File: src/hifdl_pkg.sv
package hifdl_pkg;
    // =========================================================
    // Sizes
    localparam int QUEUE_DEPTH    = 32;
    localparam int PREFETCH_DEPTH = 8;
    localparam int TAG_W          = 9;
    localparam int DATA_W         = 32;
    localparam int COUNT_W        = 16;
    localparam int ADDR_W         = 17;
    localparam int QCNT_W         = 6;
    localparam int ENTRY_W        = 41;

    // =========================================================
    // Control offsets inside the region
    localparam logic [11:0] OFS_IRQ_ENABLE  = 12'h008;
    localparam logic [11:0] OFS_IRQ_PENDING = 12'h010;
    localparam logic [11:0] OFS_QUEUE_FREE  = 12'h018;
    localparam logic [11:0] OFS_XFER_BASE   = 12'h028;
    localparam logic [11:0] OFS_XFER_COUNT  = 12'h030;
    localparam logic [11:0] OFS_BUS_RETRY   = 12'h068;

    // =========================================================
    // Region decode on address bits 15:12
    localparam logic [3:0] AREA_CTRL   = 4'h0;
    localparam logic [3:0] AREA_WINDOW = 4'h2;
    localparam int         AREA_GP_BIT = 15;

    // =========================================================
    // Field positions
    localparam int RETRY_EN_BIT   = 0;
    localparam int DONE_BIT       = 0;
    localparam int DESC_MODE_LSB  = 14;
    localparam int DESC_COUNT_LSB = 16;
    localparam int GROUP_LSB      = 4;

    localparam logic [1:0] MODE_HOLD  = 2'h0;
    localparam logic [1:0] MODE_INCR  = 2'h1;
    localparam logic [1:0] MODE_INDEX = 2'h2;

    // =========================================================
    // Reset values
    localparam logic [31:0]        RST_BASE  = 32'h0;
    localparam logic [COUNT_W-1:0] RST_COUNT = 16'h0;
    localparam logic               RST_RETRY = 1'b0;
    localparam logic               RST_IRQEN = 1'b0;
    localparam logic [31:0]        WORD_STEP = 32'h4;
endpackage

File: src/hifdl_fifo.sv
`timescale 1ns/100ps
module hifdl_fifo
    import hifdl_pkg::*;
#(
    parameter int WIDTH = 32,
    parameter int DEPTH = 8,
    parameter int CW    = $clog2(DEPTH + 1)
)
(
    // Clock and reset
    input  wire logic             clk_sys_in,
    input  wire logic             nrst_in,
    // Filling side
    input  wire logic             in_valid_in,
    input  wire logic [WIDTH-1:0] in_data_in,
    output logic                  in_ready_out,
    // Draining side
    output logic                  out_valid_out,
    output logic [WIDTH-1:0]      out_data_out,
    input  wire logic             out_ready_in,
    // Fill level
    output logic [CW-1:0]         count_out
);
    localparam int PW = (DEPTH > 1) ? $clog2(DEPTH) : 1;
    localparam logic [PW-1:0] LAST = PW'(DEPTH - 1);

    typedef struct packed {
        logic [DEPTH-1:0][WIDTH-1:0] mem;
        logic [PW-1:0]               wr;
        logic [PW-1:0]               rd;
        logic [CW-1:0]               cnt;
    } hifdl_fifo_state_t;

    hifdl_fifo_state_t s_reg;
    hifdl_fifo_state_t s_next;
    logic              push;
    logic              pop;

    assign in_ready_out  = (s_reg.cnt != CW'(DEPTH));
    assign out_valid_out = (s_reg.cnt != '0);
    assign out_data_out  = s_reg.mem[s_reg.rd];
    assign count_out     = s_reg.cnt;

    always_comb
    begin
        s_next = s_reg;
        push   = in_valid_in && in_ready_out;
        pop    = out_valid_out && out_ready_in;
        if (push)
        begin
            s_next.mem[s_reg.wr] = in_data_in;
            s_next.wr = (s_reg.wr == LAST) ? '0 : s_reg.wr + 1'b1;
        end
        if (pop)
        begin
            s_next.rd = (s_reg.rd == LAST) ? '0 : s_reg.rd + 1'b1;
        end
        if (push && !pop)
        begin
            s_next.cnt = s_reg.cnt + 1'b1;
        end
        else if (pop && !push)
        begin
            s_next.cnt = s_reg.cnt - 1'b1;
        end
    end

    always_ff @(posedge clk_sys_in or negedge nrst_in)
    begin
        if (!nrst_in)
        begin
            s_reg <= '0;
        end
        else
        begin
            s_reg <= s_next;
        end
    end
endmodule

File: src/hifdl_expander.sv
`timescale 1ns/100ps
module hifdl_expander
    import hifdl_pkg::*;
(
    // Clock and reset
    input  wire logic              clk_sys_in,
    input  wire logic              nrst_in,
    // Word stream in
    input  wire logic              in_valid_in,
    input  wire logic              in_raw_in,
    input  wire logic [TAG_W-1:0]  in_tag_in,
    input  wire logic [DATA_W-1:0] in_data_in,
    output logic                   in_ready_out,
    // Tag/data entries out
    output logic                   out_valid_out,
    output logic [TAG_W-1:0]       out_tag_out,
    output logic [DATA_W-1:0]      out_data_out,
    input  wire logic              out_ready_in
);
    typedef struct packed {
        logic               want_desc;
        logic [1:0]         mode;
        logic [TAG_W-1:0]   tag;
        logic [COUNT_W-1:0] left;
        logic [15:0]        mask;
    } hifdl_exp_state_t;

    hifdl_exp_state_t s_reg;
    hifdl_exp_state_t s_next;

    function automatic logic [3:0] low_bit(input logic [15:0] m);
        logic [3:0] idx;
        idx = 4'h0;
        for (int i = 15; i >= 0; i--)
        begin
            if (m[i])
            begin
                idx = 4'(i);
            end
        end
        return idx;
    endfunction

    always_comb
    begin
        s_next        = s_reg;
        in_ready_out  = 1'b0;
        out_valid_out = 1'b0;
        out_tag_out   = in_tag_in;
        out_data_out  = in_data_in;
        if (!in_raw_in)
        begin
            out_valid_out = in_valid_in;
            in_ready_out  = out_ready_in;
        end
        else if (s_reg.want_desc)
        begin
            in_ready_out = 1'b1;
            if (in_valid_in)
            begin
                s_next.mode = in_data_in[DESC_MODE_LSB +: 2];
                s_next.tag  = in_data_in[TAG_W-1:0];
                s_next.left = in_data_in[DESC_COUNT_LSB +: COUNT_W];
                s_next.mask = in_data_in[DESC_COUNT_LSB +: 16];
                s_next.want_desc = (s_next.mode == MODE_INDEX) &&
                                   (s_next.mask == 16'h0);
            end
        end
        else
        begin
            out_valid_out = in_valid_in;
            in_ready_out  = out_ready_in;
            if (s_reg.mode == MODE_INDEX)
            begin
                out_tag_out = {s_reg.tag[TAG_W-1:GROUP_LSB],
                               low_bit(s_reg.mask)};
            end
            else
            begin
                out_tag_out = s_reg.tag;
            end
            if (in_valid_in && out_ready_in)
            begin
                if (s_reg.mode == MODE_INDEX)
                begin
                    s_next.mask = s_reg.mask &
                                  ~(16'h1 << low_bit(s_reg.mask));
                    s_next.want_desc = (s_next.mask == 16'h0);
                end
                else
                begin
                    s_next.left = s_reg.left - 1'b1;
                    s_next.want_desc = (s_reg.left == '0);
                    if (s_reg.mode == MODE_INCR)
                    begin
                        s_next.tag = s_reg.tag + 1'b1;
                    end
                end
            end
        end
    end

    always_ff @(posedge clk_sys_in or negedge nrst_in)
    begin
        if (!nrst_in)
        begin
            s_reg <= '{want_desc: 1'b1, default: '0};
        end
        else
        begin
            s_reg <= s_next;
        end
    end
endmodule

File: src/hifdl_top.sv
`timescale 1ns/100ps
// How it works
// - Queue holds 32 tag/data entries.
// - Free-entry count never exceeds 32.
// - Count rises on removal, falls on insert.
// - Register write only enqueues a tag/data entry.
// - Full queue without retry drops the write.
// - Bit zero at 0x68 enables retry.
// - Full queue with retry answers disconnect.
// - Free count readable anytime, no side effects.
// - 4K window writes raw words into queue.
// - Window reads return no register contents.
// - Window accesses are aligned whole words.
// - Engine fetches buffers below 64K words.
// - Count write starts transfer from base.
// - Engine stalls while the prefetch buffer lacks room.
// - Base address latched at transfer start.
// - Engine only reads host memory.
// - Buffer is descriptor word plus data words.
// - One descriptor may carry many data words.
// - Count decrements per fetched word; zero done.
// - Descriptor: tag 8:0, mode, count-1 top.
// - Indexed mode masks registers within group.
// - Completion flag raised on count reaching zero.
module hifdl_top
    import hifdl_pkg::*;
#(
    parameter int QDEPTH = QUEUE_DEPTH,
    parameter int PDEPTH = PREFETCH_DEPTH
)
(
    // Clock and reset
    input  wire logic              clk_sys_in,
    input  wire logic              nrst_in,
    // Host target access
    input  wire logic              host_req_in,
    input  wire logic              host_we_in,
    input  wire logic [ADDR_W-1:0] host_addr_in,
    input  wire logic [DATA_W-1:0] host_wdata_in,
    output logic                   host_ack_out,
    output logic                   host_retry_out,
    output logic [DATA_W-1:0]      host_rdata_out,
    // Host memory read master
    output logic                   mem_rd_req_out,
    output logic [31:0]            mem_addr_out,
    input  wire logic              mem_rd_valid_in,
    input  wire logic [DATA_W-1:0] mem_rd_data_in,
    // Render core drain side
    output logic                   core_valid_out,
    output logic [TAG_W-1:0]       core_tag_out,
    output logic [DATA_W-1:0]      core_data_out,
    input  wire logic              core_ready_in,
    // Completion interrupt
    output logic                   irq_out
);
    localparam int PCW = $clog2(PDEPTH + 1);

    typedef struct packed {
        logic               ack;
        logic               retry;
        logic [DATA_W-1:0]  rdata;
        logic               retry_en;
        logic               irq_en;
        logic               done;
        logic               irq;
        logic [31:0]        base;
        logic [COUNT_W-1:0] count;
        logic [31:0]        addr;
        logic               rd_req;
        logic               head_valid;
        logic [TAG_W-1:0]   head_tag;
        logic [DATA_W-1:0]  head_data;
    } hifdl_state_t;

    hifdl_state_t s_reg;
    hifdl_state_t s_next;

    // =========================================================
    // Internal streams
    logic               exp_in_valid;
    logic               exp_in_raw;
    logic [DATA_W-1:0]  exp_in_data;
    logic               exp_in_ready;
    logic               exp_out_valid;
    logic [TAG_W-1:0]   exp_out_tag;
    logic [DATA_W-1:0]  exp_out_data;
    logic               q_in_ready;
    logic               q_out_valid;
    logic [ENTRY_W-1:0] q_out_data;
    logic               q_out_ready;
    logic [QCNT_W-1:0]  q_count;
    logic               pf_in_valid;
    logic               pf_in_ready;
    logic               pf_out_valid;
    logic [DATA_W-1:0]  pf_out_data;
    logic               pf_out_ready;
    logic [PCW-1:0]     pf_count;

    // Decode of the current host access
    logic              take;
    logic              in_ctrl;
    logic              in_win;
    logic              in_gp;
    logic              host_feed;
    logic [11:0]       ofs;
    logic [QCNT_W-1:0] free_entries;

    function automatic logic is_ctrl_write(input logic [11:0] o,
                                           input logic [11:0] want,
                                           input logic t,
                                           input logic we,
                                           input logic c);
        return t && we && c && (o == want);
    endfunction

    assign free_entries = QCNT_W'(QDEPTH) - q_count;
    assign take    = host_req_in && !s_reg.ack && !s_reg.retry;
    assign ofs     = host_addr_in[11:0];
    assign in_gp   = host_addr_in[AREA_GP_BIT];
    assign in_ctrl = !in_gp && (host_addr_in[15:12] == AREA_CTRL);
    assign in_win  = !in_gp && (host_addr_in[15:12] == AREA_WINDOW);
    // Window writes must be aligned words; others are ignored
    assign host_feed = take && host_we_in && (in_gp ||
                       (in_win && host_addr_in[1:0] == 2'b00));

    // =========================================================
    // Source selection into the expander; host has priority
    always_comb
    begin
        exp_in_valid = host_feed || pf_out_valid;
        exp_in_raw   = host_feed ? in_win : 1'b1;
        exp_in_data  = host_feed ? host_wdata_in : pf_out_data;
        pf_out_ready = !host_feed && exp_in_ready;
        pf_in_valid  = s_reg.rd_req && mem_rd_valid_in;
        q_out_ready  = !s_reg.head_valid || core_ready_in;
    end

    // =========================================================
    // Registers, transfer engine and host answers
    always_comb
    begin
        s_next       = s_reg;
        s_next.ack   = 1'b0;
        s_next.retry = 1'b0;

        // Host access answer
        if (host_feed)
        begin
            if (exp_in_ready)
            begin
                s_next.ack = 1'b1;
            end
            else if (s_reg.retry_en)
            begin
                s_next.retry = 1'b1;
            end
            else
            begin
                s_next.ack = 1'b1;
            end
        end
        else if (take)
        begin
            s_next.ack = 1'b1;
        end

        // Read data; non-control areas read zero
        if (take && !host_we_in)
        begin
            s_next.rdata = '0;
            if (in_ctrl)
            begin
                unique case (ofs)
                    OFS_QUEUE_FREE:
                        s_next.rdata = DATA_W'(free_entries);
                    OFS_BUS_RETRY:
                        s_next.rdata[RETRY_EN_BIT] = s_reg.retry_en;
                    OFS_IRQ_ENABLE:
                        s_next.rdata[DONE_BIT] = s_reg.irq_en;
                    OFS_IRQ_PENDING:
                        s_next.rdata[DONE_BIT] = s_reg.done;
                    OFS_XFER_BASE:
                        s_next.rdata = s_reg.base;
                    OFS_XFER_COUNT:
                        s_next.rdata = DATA_W'(s_reg.count);
                    default:
                        s_next.rdata = '0;
                endcase
            end
        end

        // Control writes
        if (is_ctrl_write(ofs, OFS_BUS_RETRY, take, host_we_in,
                          in_ctrl))
        begin
            s_next.retry_en = host_wdata_in[RETRY_EN_BIT];
        end
        if (is_ctrl_write(ofs, OFS_IRQ_ENABLE, take, host_we_in,
                          in_ctrl))
        begin
            s_next.irq_en = host_wdata_in[DONE_BIT];
        end
        if (is_ctrl_write(ofs, OFS_XFER_BASE, take, host_we_in,
                          in_ctrl))
        begin
            s_next.base = {host_wdata_in[31:2], 2'b00};
        end
        if (is_ctrl_write(ofs, OFS_IRQ_PENDING, take, host_we_in,
                          in_ctrl) && host_wdata_in[DONE_BIT])
        begin
            s_next.done = 1'b0;
        end

        // Fetch: one read outstanding, only into free prefetch room
        if (s_reg.rd_req && mem_rd_valid_in)
        begin
            s_next.rd_req = 1'b0;
            s_next.addr   = s_reg.addr + WORD_STEP;
            s_next.count  = s_reg.count - 1'b1;
            if (s_reg.count == COUNT_W'(1))
            begin
                s_next.done = 1'b1;
            end
        end
        else if (!s_reg.rd_req && s_reg.count != '0 && pf_in_ready)
        begin
            s_next.rd_req = 1'b1;
        end

        // Count write starts a transfer at the latched base
        if (is_ctrl_write(ofs, OFS_XFER_COUNT, take, host_we_in,
                          in_ctrl))
        begin
            s_next.count  = host_wdata_in[COUNT_W-1:0];
            s_next.addr   = s_reg.base;
            s_next.rd_req = 1'b0;
        end

        s_next.irq = s_next.done && s_next.irq_en;

        // Output stage towards the render core
        if (s_reg.head_valid && core_ready_in)
        begin
            s_next.head_valid = 1'b0;
        end
        if (q_out_valid && q_out_ready)
        begin
            s_next.head_valid = 1'b1;
            s_next.head_tag   = q_out_data[ENTRY_W-1:DATA_W];
            s_next.head_data  = q_out_data[DATA_W-1:0];
        end
    end

    always_ff @(posedge clk_sys_in or negedge nrst_in)
    begin
        if (!nrst_in)
        begin
            s_reg <= '{base: RST_BASE, count: RST_COUNT,
                       retry_en: RST_RETRY, irq_en: RST_IRQEN,
                       default: '0};
        end
        else
        begin
            s_reg <= s_next;
        end
    end

    // =========================================================
    // Outputs
    assign host_ack_out   = s_reg.ack;
    assign host_retry_out = s_reg.retry;
    assign host_rdata_out = s_reg.rdata;
    assign mem_rd_req_out = s_reg.rd_req;
    assign mem_addr_out   = s_reg.addr;
    assign core_valid_out = s_reg.head_valid;
    assign core_tag_out   = s_reg.head_tag;
    assign core_data_out  = s_reg.head_data;
    assign irq_out        = s_reg.irq;

    // =========================================================
    // Prefetch buffer for fetched words
    hifdl_fifo #(
        .WIDTH (DATA_W),
        .DEPTH (PDEPTH),
        .CW    (PCW)
    ) u_prefetch (
        .clk_sys_in    (clk_sys_in),
        .nrst_in       (nrst_in),
        .in_valid_in   (pf_in_valid),
        .in_data_in    (mem_rd_data_in),
        .in_ready_out  (pf_in_ready),
        .out_valid_out (pf_out_valid),
        .out_data_out  (pf_out_data),
        .out_ready_in  (pf_out_ready),
        .count_out     (pf_count)
    );

    // =========================================================
    // Descriptor expansion into tag/data entries
    hifdl_expander u_expander (
        .clk_sys_in    (clk_sys_in),
        .nrst_in       (nrst_in),
        .in_valid_in   (exp_in_valid),
        .in_raw_in     (exp_in_raw),
        .in_tag_in     (host_addr_in[11:3]),
        .in_data_in    (exp_in_data),
        .in_ready_out  (exp_in_ready),
        .out_valid_out (exp_out_valid),
        .out_tag_out   (exp_out_tag),
        .out_data_out  (exp_out_data),
        .out_ready_in  (q_in_ready)
    );

    // =========================================================
    // Input queue
    hifdl_fifo #(
        .WIDTH (ENTRY_W),
        .DEPTH (QDEPTH),
        .CW    (QCNT_W)
    ) u_queue (
        .clk_sys_in    (clk_sys_in),
        .nrst_in       (nrst_in),
        .in_valid_in   (exp_out_valid),
        .in_data_in    ({exp_out_tag, exp_out_data}),
        .in_ready_out  (q_in_ready),
        .out_valid_out (q_out_valid),
        .out_data_out  (q_out_data),
        .out_ready_in  (q_out_ready),
        .count_out     (q_count)
    );
endmodule

File: config.mk
export PLATFORM = sky130hd
export DESIGN_NAME = hifdl_top
export DESIGN_NICKNAME = d
export VERILOG_FILES = /design/src/hifdl_pkg.sv /design/src/hifdl_fifo.sv /design/src/hifdl_expander.sv /design/src/hifdl_top.sv
export SDC_FILE = /design/constraint.sdc
export NUM_CORES = 2
export LEC_CHECK = 0
export ABC_AREA = 1
export BUFFER_PORTS_ARGS = -buffer_cell sky130_fd_sc_hd__buf_2
export CAP_MARGIN = 20
export CORE_MARGIN = 4
export CORE_UTILIZATION = 63
export DETAILED_ROUTE_END_ITERATION = 7
export GPL_ROUTABILITY_DRIVEN = 0
export PLACE_DENSITY_LB_ADDON = 0.1
export SLEW_MARGIN = 20
export SYNTH_ARGS = -nofsm -noshare
export SYNTH_HDL_FRONTEND = slang
export SYNTH_SLANG_ARGS = --single-unit
File: constraint.sdc
create_clock -name clk_sys_in -period 4.2 [get_ports clk_sys_in]
set_input_delay 0.84 -clock clk_sys_in [delete_from_list [all_inputs] [get_ports clk_sys_in]]
set_output_delay 0.84 -clock clk_sys_in [all_outputs]
set_load 0.05 [all_outputs]
### After elaboration in Yosys (flattened, before gate mapping)

Index checks and enable logic that the tools add are counted.

* muxes and demuxes: 76
* add/sub/neg operators: 13
* shift operators: 1
* equal/unequal tests: 19
* magnitude comparators: 6
* reductions and logical operators: 67
* bitwise operators: 2

Operator list (number)
* $bwmux 1312: 1
* $bwmux 256: 1
* $bmux 41 s5: 1
* $demux 41 s5: 1
* $mux 41: 4
* $mux 32: 4
* $bmux 32 s3: 1
* $demux 32 s3: 1
* $pmux 31 s3: 1
* $mux 4: 23
* $mux 49: 1
* $logic_not 16->1: 3
* $mux 48: 1
* $mux 44: 1
* $mux 42: 1
* $logic_and 1x1->1: 33
* $add 32x3->32 const B: 1
* $sub 16x1->16 const B: 2
* $mux 9: 3
* $mux 25: 1
* $eq 12x5->1 const B: 2
* $eq 12x6->1 const B: 2
* $mux 1: 22
* $and 16x16->16: 1
* 42 further kinds: 72

* logic and storage cells: 249
* output and inout bits: 110
* input port bits: 87
* register bits after elaboration: 1797

### Depth between registers and ports, before layout

* word-level depth: 27
* depth in mapped cells: 23
* gate-level depth less buffers: 22

### Cells and area by module

From an unflattened synthesis, not the netlist that was laid out.

* cells, all modules: 12627
* area, all modules: 92505.0 um^2

Modules (own cells, without submodules)
* hifdl_fifo (u_queue): area each 66436.2 um^2, cells an instance 9097, instances 1
* hifdl_fifo (u_prefetch): area each 13630.6 um^2, cells an instance 1851, instances 1
* hifdl_top: area each 9153.8 um^2, cells an instance 1203, instances 1
* hifdl_expander: area each 3284.4 um^2, cells an instance 476, instances 1

### Least setup slack after synthesis

OpenSTA, ideal clock, no wires.

* path kind: input port to flip-flop
* start point: in host_addr_in[1]
* end point: reg u_queue.s_reg, in the netlist u_queue.count_out[5]
* stages: 21
* arrival time: 3.278 ns
* setup time: 0.123 ns
* required time: 4.077 ns
* setup slack: 0.798 ns
* buffers on the path: 1
* cell sequence: or2_1 o21bai_2 nand2_2 clkinv_2 nor2_4 nor2_4 nand2_4 inv_4 buf_6 ha_1 inv_1 ha_1 a21oi_1 inv_1 a31oi_1 nor2_1 nor2_1 nor2_1 o21ai_0 nand3_1 xor2_1

* cells in the longest elaborated chain, start to end: 11
* elaborated cells between the ends (all ways): 14
* those cells by class: mux (4); reduce/logical (10)

RTL lines
* start, declared: RTL line hifdl_top.sv:38 `input wire logic [ADDR_W-1:0] host_addr_in,`
* $logic_not 2->1 (*): RTL line hifdl_top.sv:124 `(in_win && host_addr_in[1:0] == 2'b00));`
* $logic_and 1x1->1 (*): RTL line hifdl_top.sv:124
* $logic_or 1x1->1 (*): RTL line hifdl_top.sv:123 `assign host_feed = take && host_we_in && (in_gp ||`
* $logic_and 1x1->1 (*): RTL line hifdl_top.sv:123
* $logic_or 1x1->1: RTL line hifdl_top.sv:130 `exp_in_valid = host_feed || pf_out_valid;`
* $mux 1: RTL line hifdl_expander.sv:56 `else if (s_reg.want_desc)`
* $mux 1 (*): RTL line hifdl_expander.sv:51 `if (!in_raw_in)`
* $logic_and 1x1->1 (*): RTL line hifdl_fifo.sv:47 `push = in_valid_in && in_ready_out;`
* net u_queue.push: RTL line hifdl_fifo.sv:36 `logic push;`
* $logic_not 1->1: RTL line hifdl_fifo.sv:62 `else if (pop && !push)`
* $logic_and 1x1->1: RTL line hifdl_fifo.sv:62
* $reduce_bool 2->1 (no line)
* end signal, assigned: RTL line hifdl_fifo.sv:76 `s_reg <= s_next;`
* end, declared: RTL line hifdl_fifo.sv:34 `hifdl_fifo_state_t s_reg;`

The timed path passes the listed nets; every way through them passes the cells marked *.
A chain may end at the register's enable or synchronous reset.

### Worst setup path in the final report

* start point: reg s_reg, in the netlist host_ack_out
* end point: reg u_queue.s_reg[816] in the netlist's numbering

* cells in the longest elaborated chain, start to end: 9
* elaborated cells between the ends (all ways): 12
* those cells by class: mux (5); reduce/logical (7)

RTL lines
* start, declared: RTL line hifdl_top.sv:75 `hifdl_state_t s_reg;`
* start signal, assigned: RTL line hifdl_top.sv:258 `s_reg <= '{base: RST_BASE, count: RST_COUNT,`
* start signal, assigned: RTL line hifdl_top.sv:264 `s_reg <= s_next;`
* $logic_not 1->1 (*): RTL line hifdl_top.sv:117 `assign take = host_req_in && !s_reg.ack && !s_reg.retry;`
* $logic_and 1x1->1 (*) (2 in series): RTL line hifdl_top.sv:117
* $logic_and 1x1->1 (*) (2 in series): RTL line hifdl_top.sv:123
* $logic_or 1x1->1: RTL line hifdl_top.sv:130
* $mux 1: RTL line hifdl_expander.sv:56
* $mux 1: RTL line hifdl_expander.sv:51
* $logic_and 1x1->1: RTL line hifdl_fifo.sv:47

Mark *: on every way between the ends. The rest lies on a longest branch, timed or not.

==> metrics.txt <==
Nets 9979; Pins Over Slew Limit 0; met3 usage 9.24%; Largest register FFs 1322; clock buffer count from CTS 184; most common cell after layout, fill and taps aside nand2_1; Final ANT Viol Nets 0; vias in the first global route 71173; Post-Syn Area 83400 µm²; fin crit period 3.43 ns; Synth Flop Type dfrtp_1; Worst Setup Start Kind register; Inst Count DP 11434; Clock Sinks 1795; most frequent cells in the layout nand2_1 (2601), o21ai_0 (2170), dfrtp_1 (1787), nor2_1 (1105), o22ai_1 (400); wire length per cell 23.5 µm; post-DR vias/cell 6.31; initial antenna violation count 10; first-pass iteration count of the detailed router 8; htree depth 4; worst min-delay path class in -> async; Post-synth EDFFs 0; Vias 74342; hold buffer count at CTS 0; synthesized area per cell 8.30 µm²; clock latency on the worst-skew pair 0.84 ns; Post-Place Setup Slack 0.348 ns; LEAKAGE 44.0 nW; Cell variety after synth 61; final hold slack 0.00956 ns; worst endpoint data arrival time 4.11 ns; Max FO, Critical Path 61; Fin. Hold Viols 0; most frequent CP cell nand2_4; slew of the pin with the lowest slew margin 0.997 ns; setup ws final 0.770 ns; CP peak stage delay 0.39 ns; WP data required 4.88 ns; Synth Register Bits 1795; Worst path slowest cell dfrtp_1; share of total power in combinational logic 43.9%; setup repair after global routing missed its margin false; die area 138000 µm²; Pwr Total 80.2 mW; first-pass GRT wire length 425 mm; Post-Synth XOR/XNOR Area 0.567%; placed cell areas 85900 µm²; Die Span X 372 µm; placed wire-length estimate 167 mm; die height 372 µm; CP startpoint host_ack_out; Top Ports 197; Root Buffer clkbuf_16; Syn-to-layout area delta 10.5%; Sequential Power Share 35.1%; largest family of logic cells by synthesized area compound AO/OA/AOI/OAI gates; Post-Synth Adder-Cell Area 0.423%; GR Util met2 60.8%; Cells after Synth 10052; layout cells sized above 1 10.2%; WL final 277 mm; multiplexer share of the synthesized area 1.70%; PostCTS Resize Cnt 0; Initial Util 63.4%; core area 131000 µm²; sw frac 44.6%; final worst-path cycle share 81.7%; DR DRC count 0; Finished Layout Cells 11775; setup TNS 0 ns; CTS tree yes; Worst-path clk slew 0.06 ns; Post-CTS Setup Repair Bufs 0; met1 Resource Use GR 53.6%; FILL cells 10466; Simple-Gate Fraction of Synth Area 18.2%; status finished, final reports clean; Synth Area in Compound Gates 19.0%; Int Power 44.4 mW; PortBufs 193; synth warn 0; Max Fclk 0.292 GHz; asr flop ratio synth 100%; Worst VDD drop 0.555 mV; Power Density 870 nW/µm²; Setup Skew 0.0352 ns; final setup fails 0; final instance area 92100 µm²; sequential cell area fraction in the yosys report 53.9%; GRT Residual Overflow 0; cell row count 133; Worst setup EP type register; Iteration-0 DRC Markers 10155; Critical Path, Cell by Cell nor3b_2 > inv_1 > nor2_1 > nand2_4 > clkinv_2 > nand2_4 > nand2_2 > nand2_4 > inv_4 > buf_4 > nand2_1 > nor2_1 > clkinv_2 > buf_12 > nand2_1 > o21ai_0; largest net degree at the start of global routing 141; total track usage 40.1%; clock share of power 21.1%; CTS max path bufs 3; crit path kind reg -> reg; FF-to-FF Start host_ack_out; Slew HR 33.5%; Max Cap Viol 0; Psw 35.8 mW; fin util 70.1%; GR peak layer met2
## synthesized netlist by cell type, types with 23 or more instances
library cell  number  area, µm²
nand2_1         2604       9770
o21ai_0         2175      10900
dfrtp_1         1794      44900
nor2_1          1107       4160
clkbuf_1         716       2690
o22ai_1          400       2500
inv_1            233        875
o21ai_1          130        651
buf_4            117        878
nand3_1          110        551
mux2_2            54        608
o221ai_1          44        385
mux2_1            42        473
xor2_1            42        368
a21oi_1           39        195
buf_2             35        175
mux2i_1           34        340
a31oi_1           28        175
buf_6             28        315
ha_1              25        313
inv_2             25       93.8
o211ai_1          25        188
clkinv_1          23       86.3
nand4_1           23        144
nor3_1            23        115
o32ai_1           23        201
## cell families after synthesis
family                   Yosys count
adder cells (fa/ha/maj)           27
buffers and inverters           1189
XOR/XNOR                          54
AO/OA/AOI/OAI                   2942
flip-flops                      1795
multiplexers                     130
other                              1
AND/OR/NAND/NOR                 3914
## power by group through the flow
stage | clock network (mW) | registers (mW) | logic (mW)
2_1_floorplan | 0 | 26.8 | 22.9
3_3_place_gp | 0 | 27.8 | 33.3
3_5_place_dp | 0 | 28.1 | 34.1
4_1_cts | 17.0 | 27.9 | 34.3
5_1_grt | 17.7 | 28.8 | 38.3
6_report | 16.9 | 28.1 | 35.2
## worst paths after layout
| kind | cells after the start | slack (ns) | to |
|---|---|---|---|
| max | 16 | 0.77 | u_queue.s_reg[816] |
| min | 1 | 0.01 | u_queue.s_reg[340] |
| max reg2reg | 16 | 0.77 | u_queue.s_reg[816] |
| min reg2reg | 2 | 0.47 | u_queue.s_reg[66] |
| max in group asynchronous | 2 | 2.87 | u_queue.s_reg[679] |
| min in group clk_sys_in | 3 | 0.27 | s_reg[84] |
## layer usage
metal	wire, µm	share of wire (%)
met1	105000	38
met3	31700	11
met2	122000	44
met4	17800	6.4
met5	68	0.025
## critical path: cells and delay by family (launching register included)
family	cells	cell delay, ns
AO/OA/AOI/OAI	1	0.08
buffers and inverters	6	1.10
flip-flops	1	0.39
AND/OR/NAND/NOR	9	1.59
## final cells by class
cell class	count	area [µm²]	share of cell area, %
antenna	5	12.5	0.0136
multi-input combinational	7069	33500	36.4
clock buffer	275	5560	6.03
clock inverter	61	672	0.729
timing repair buffer	532	4100	4.45
tap	1755	2200	2.38
inverter	283	1110	1.21
sequential	1795	44900	48.8
Note: power is estimated with default switching activity, not from simulation.
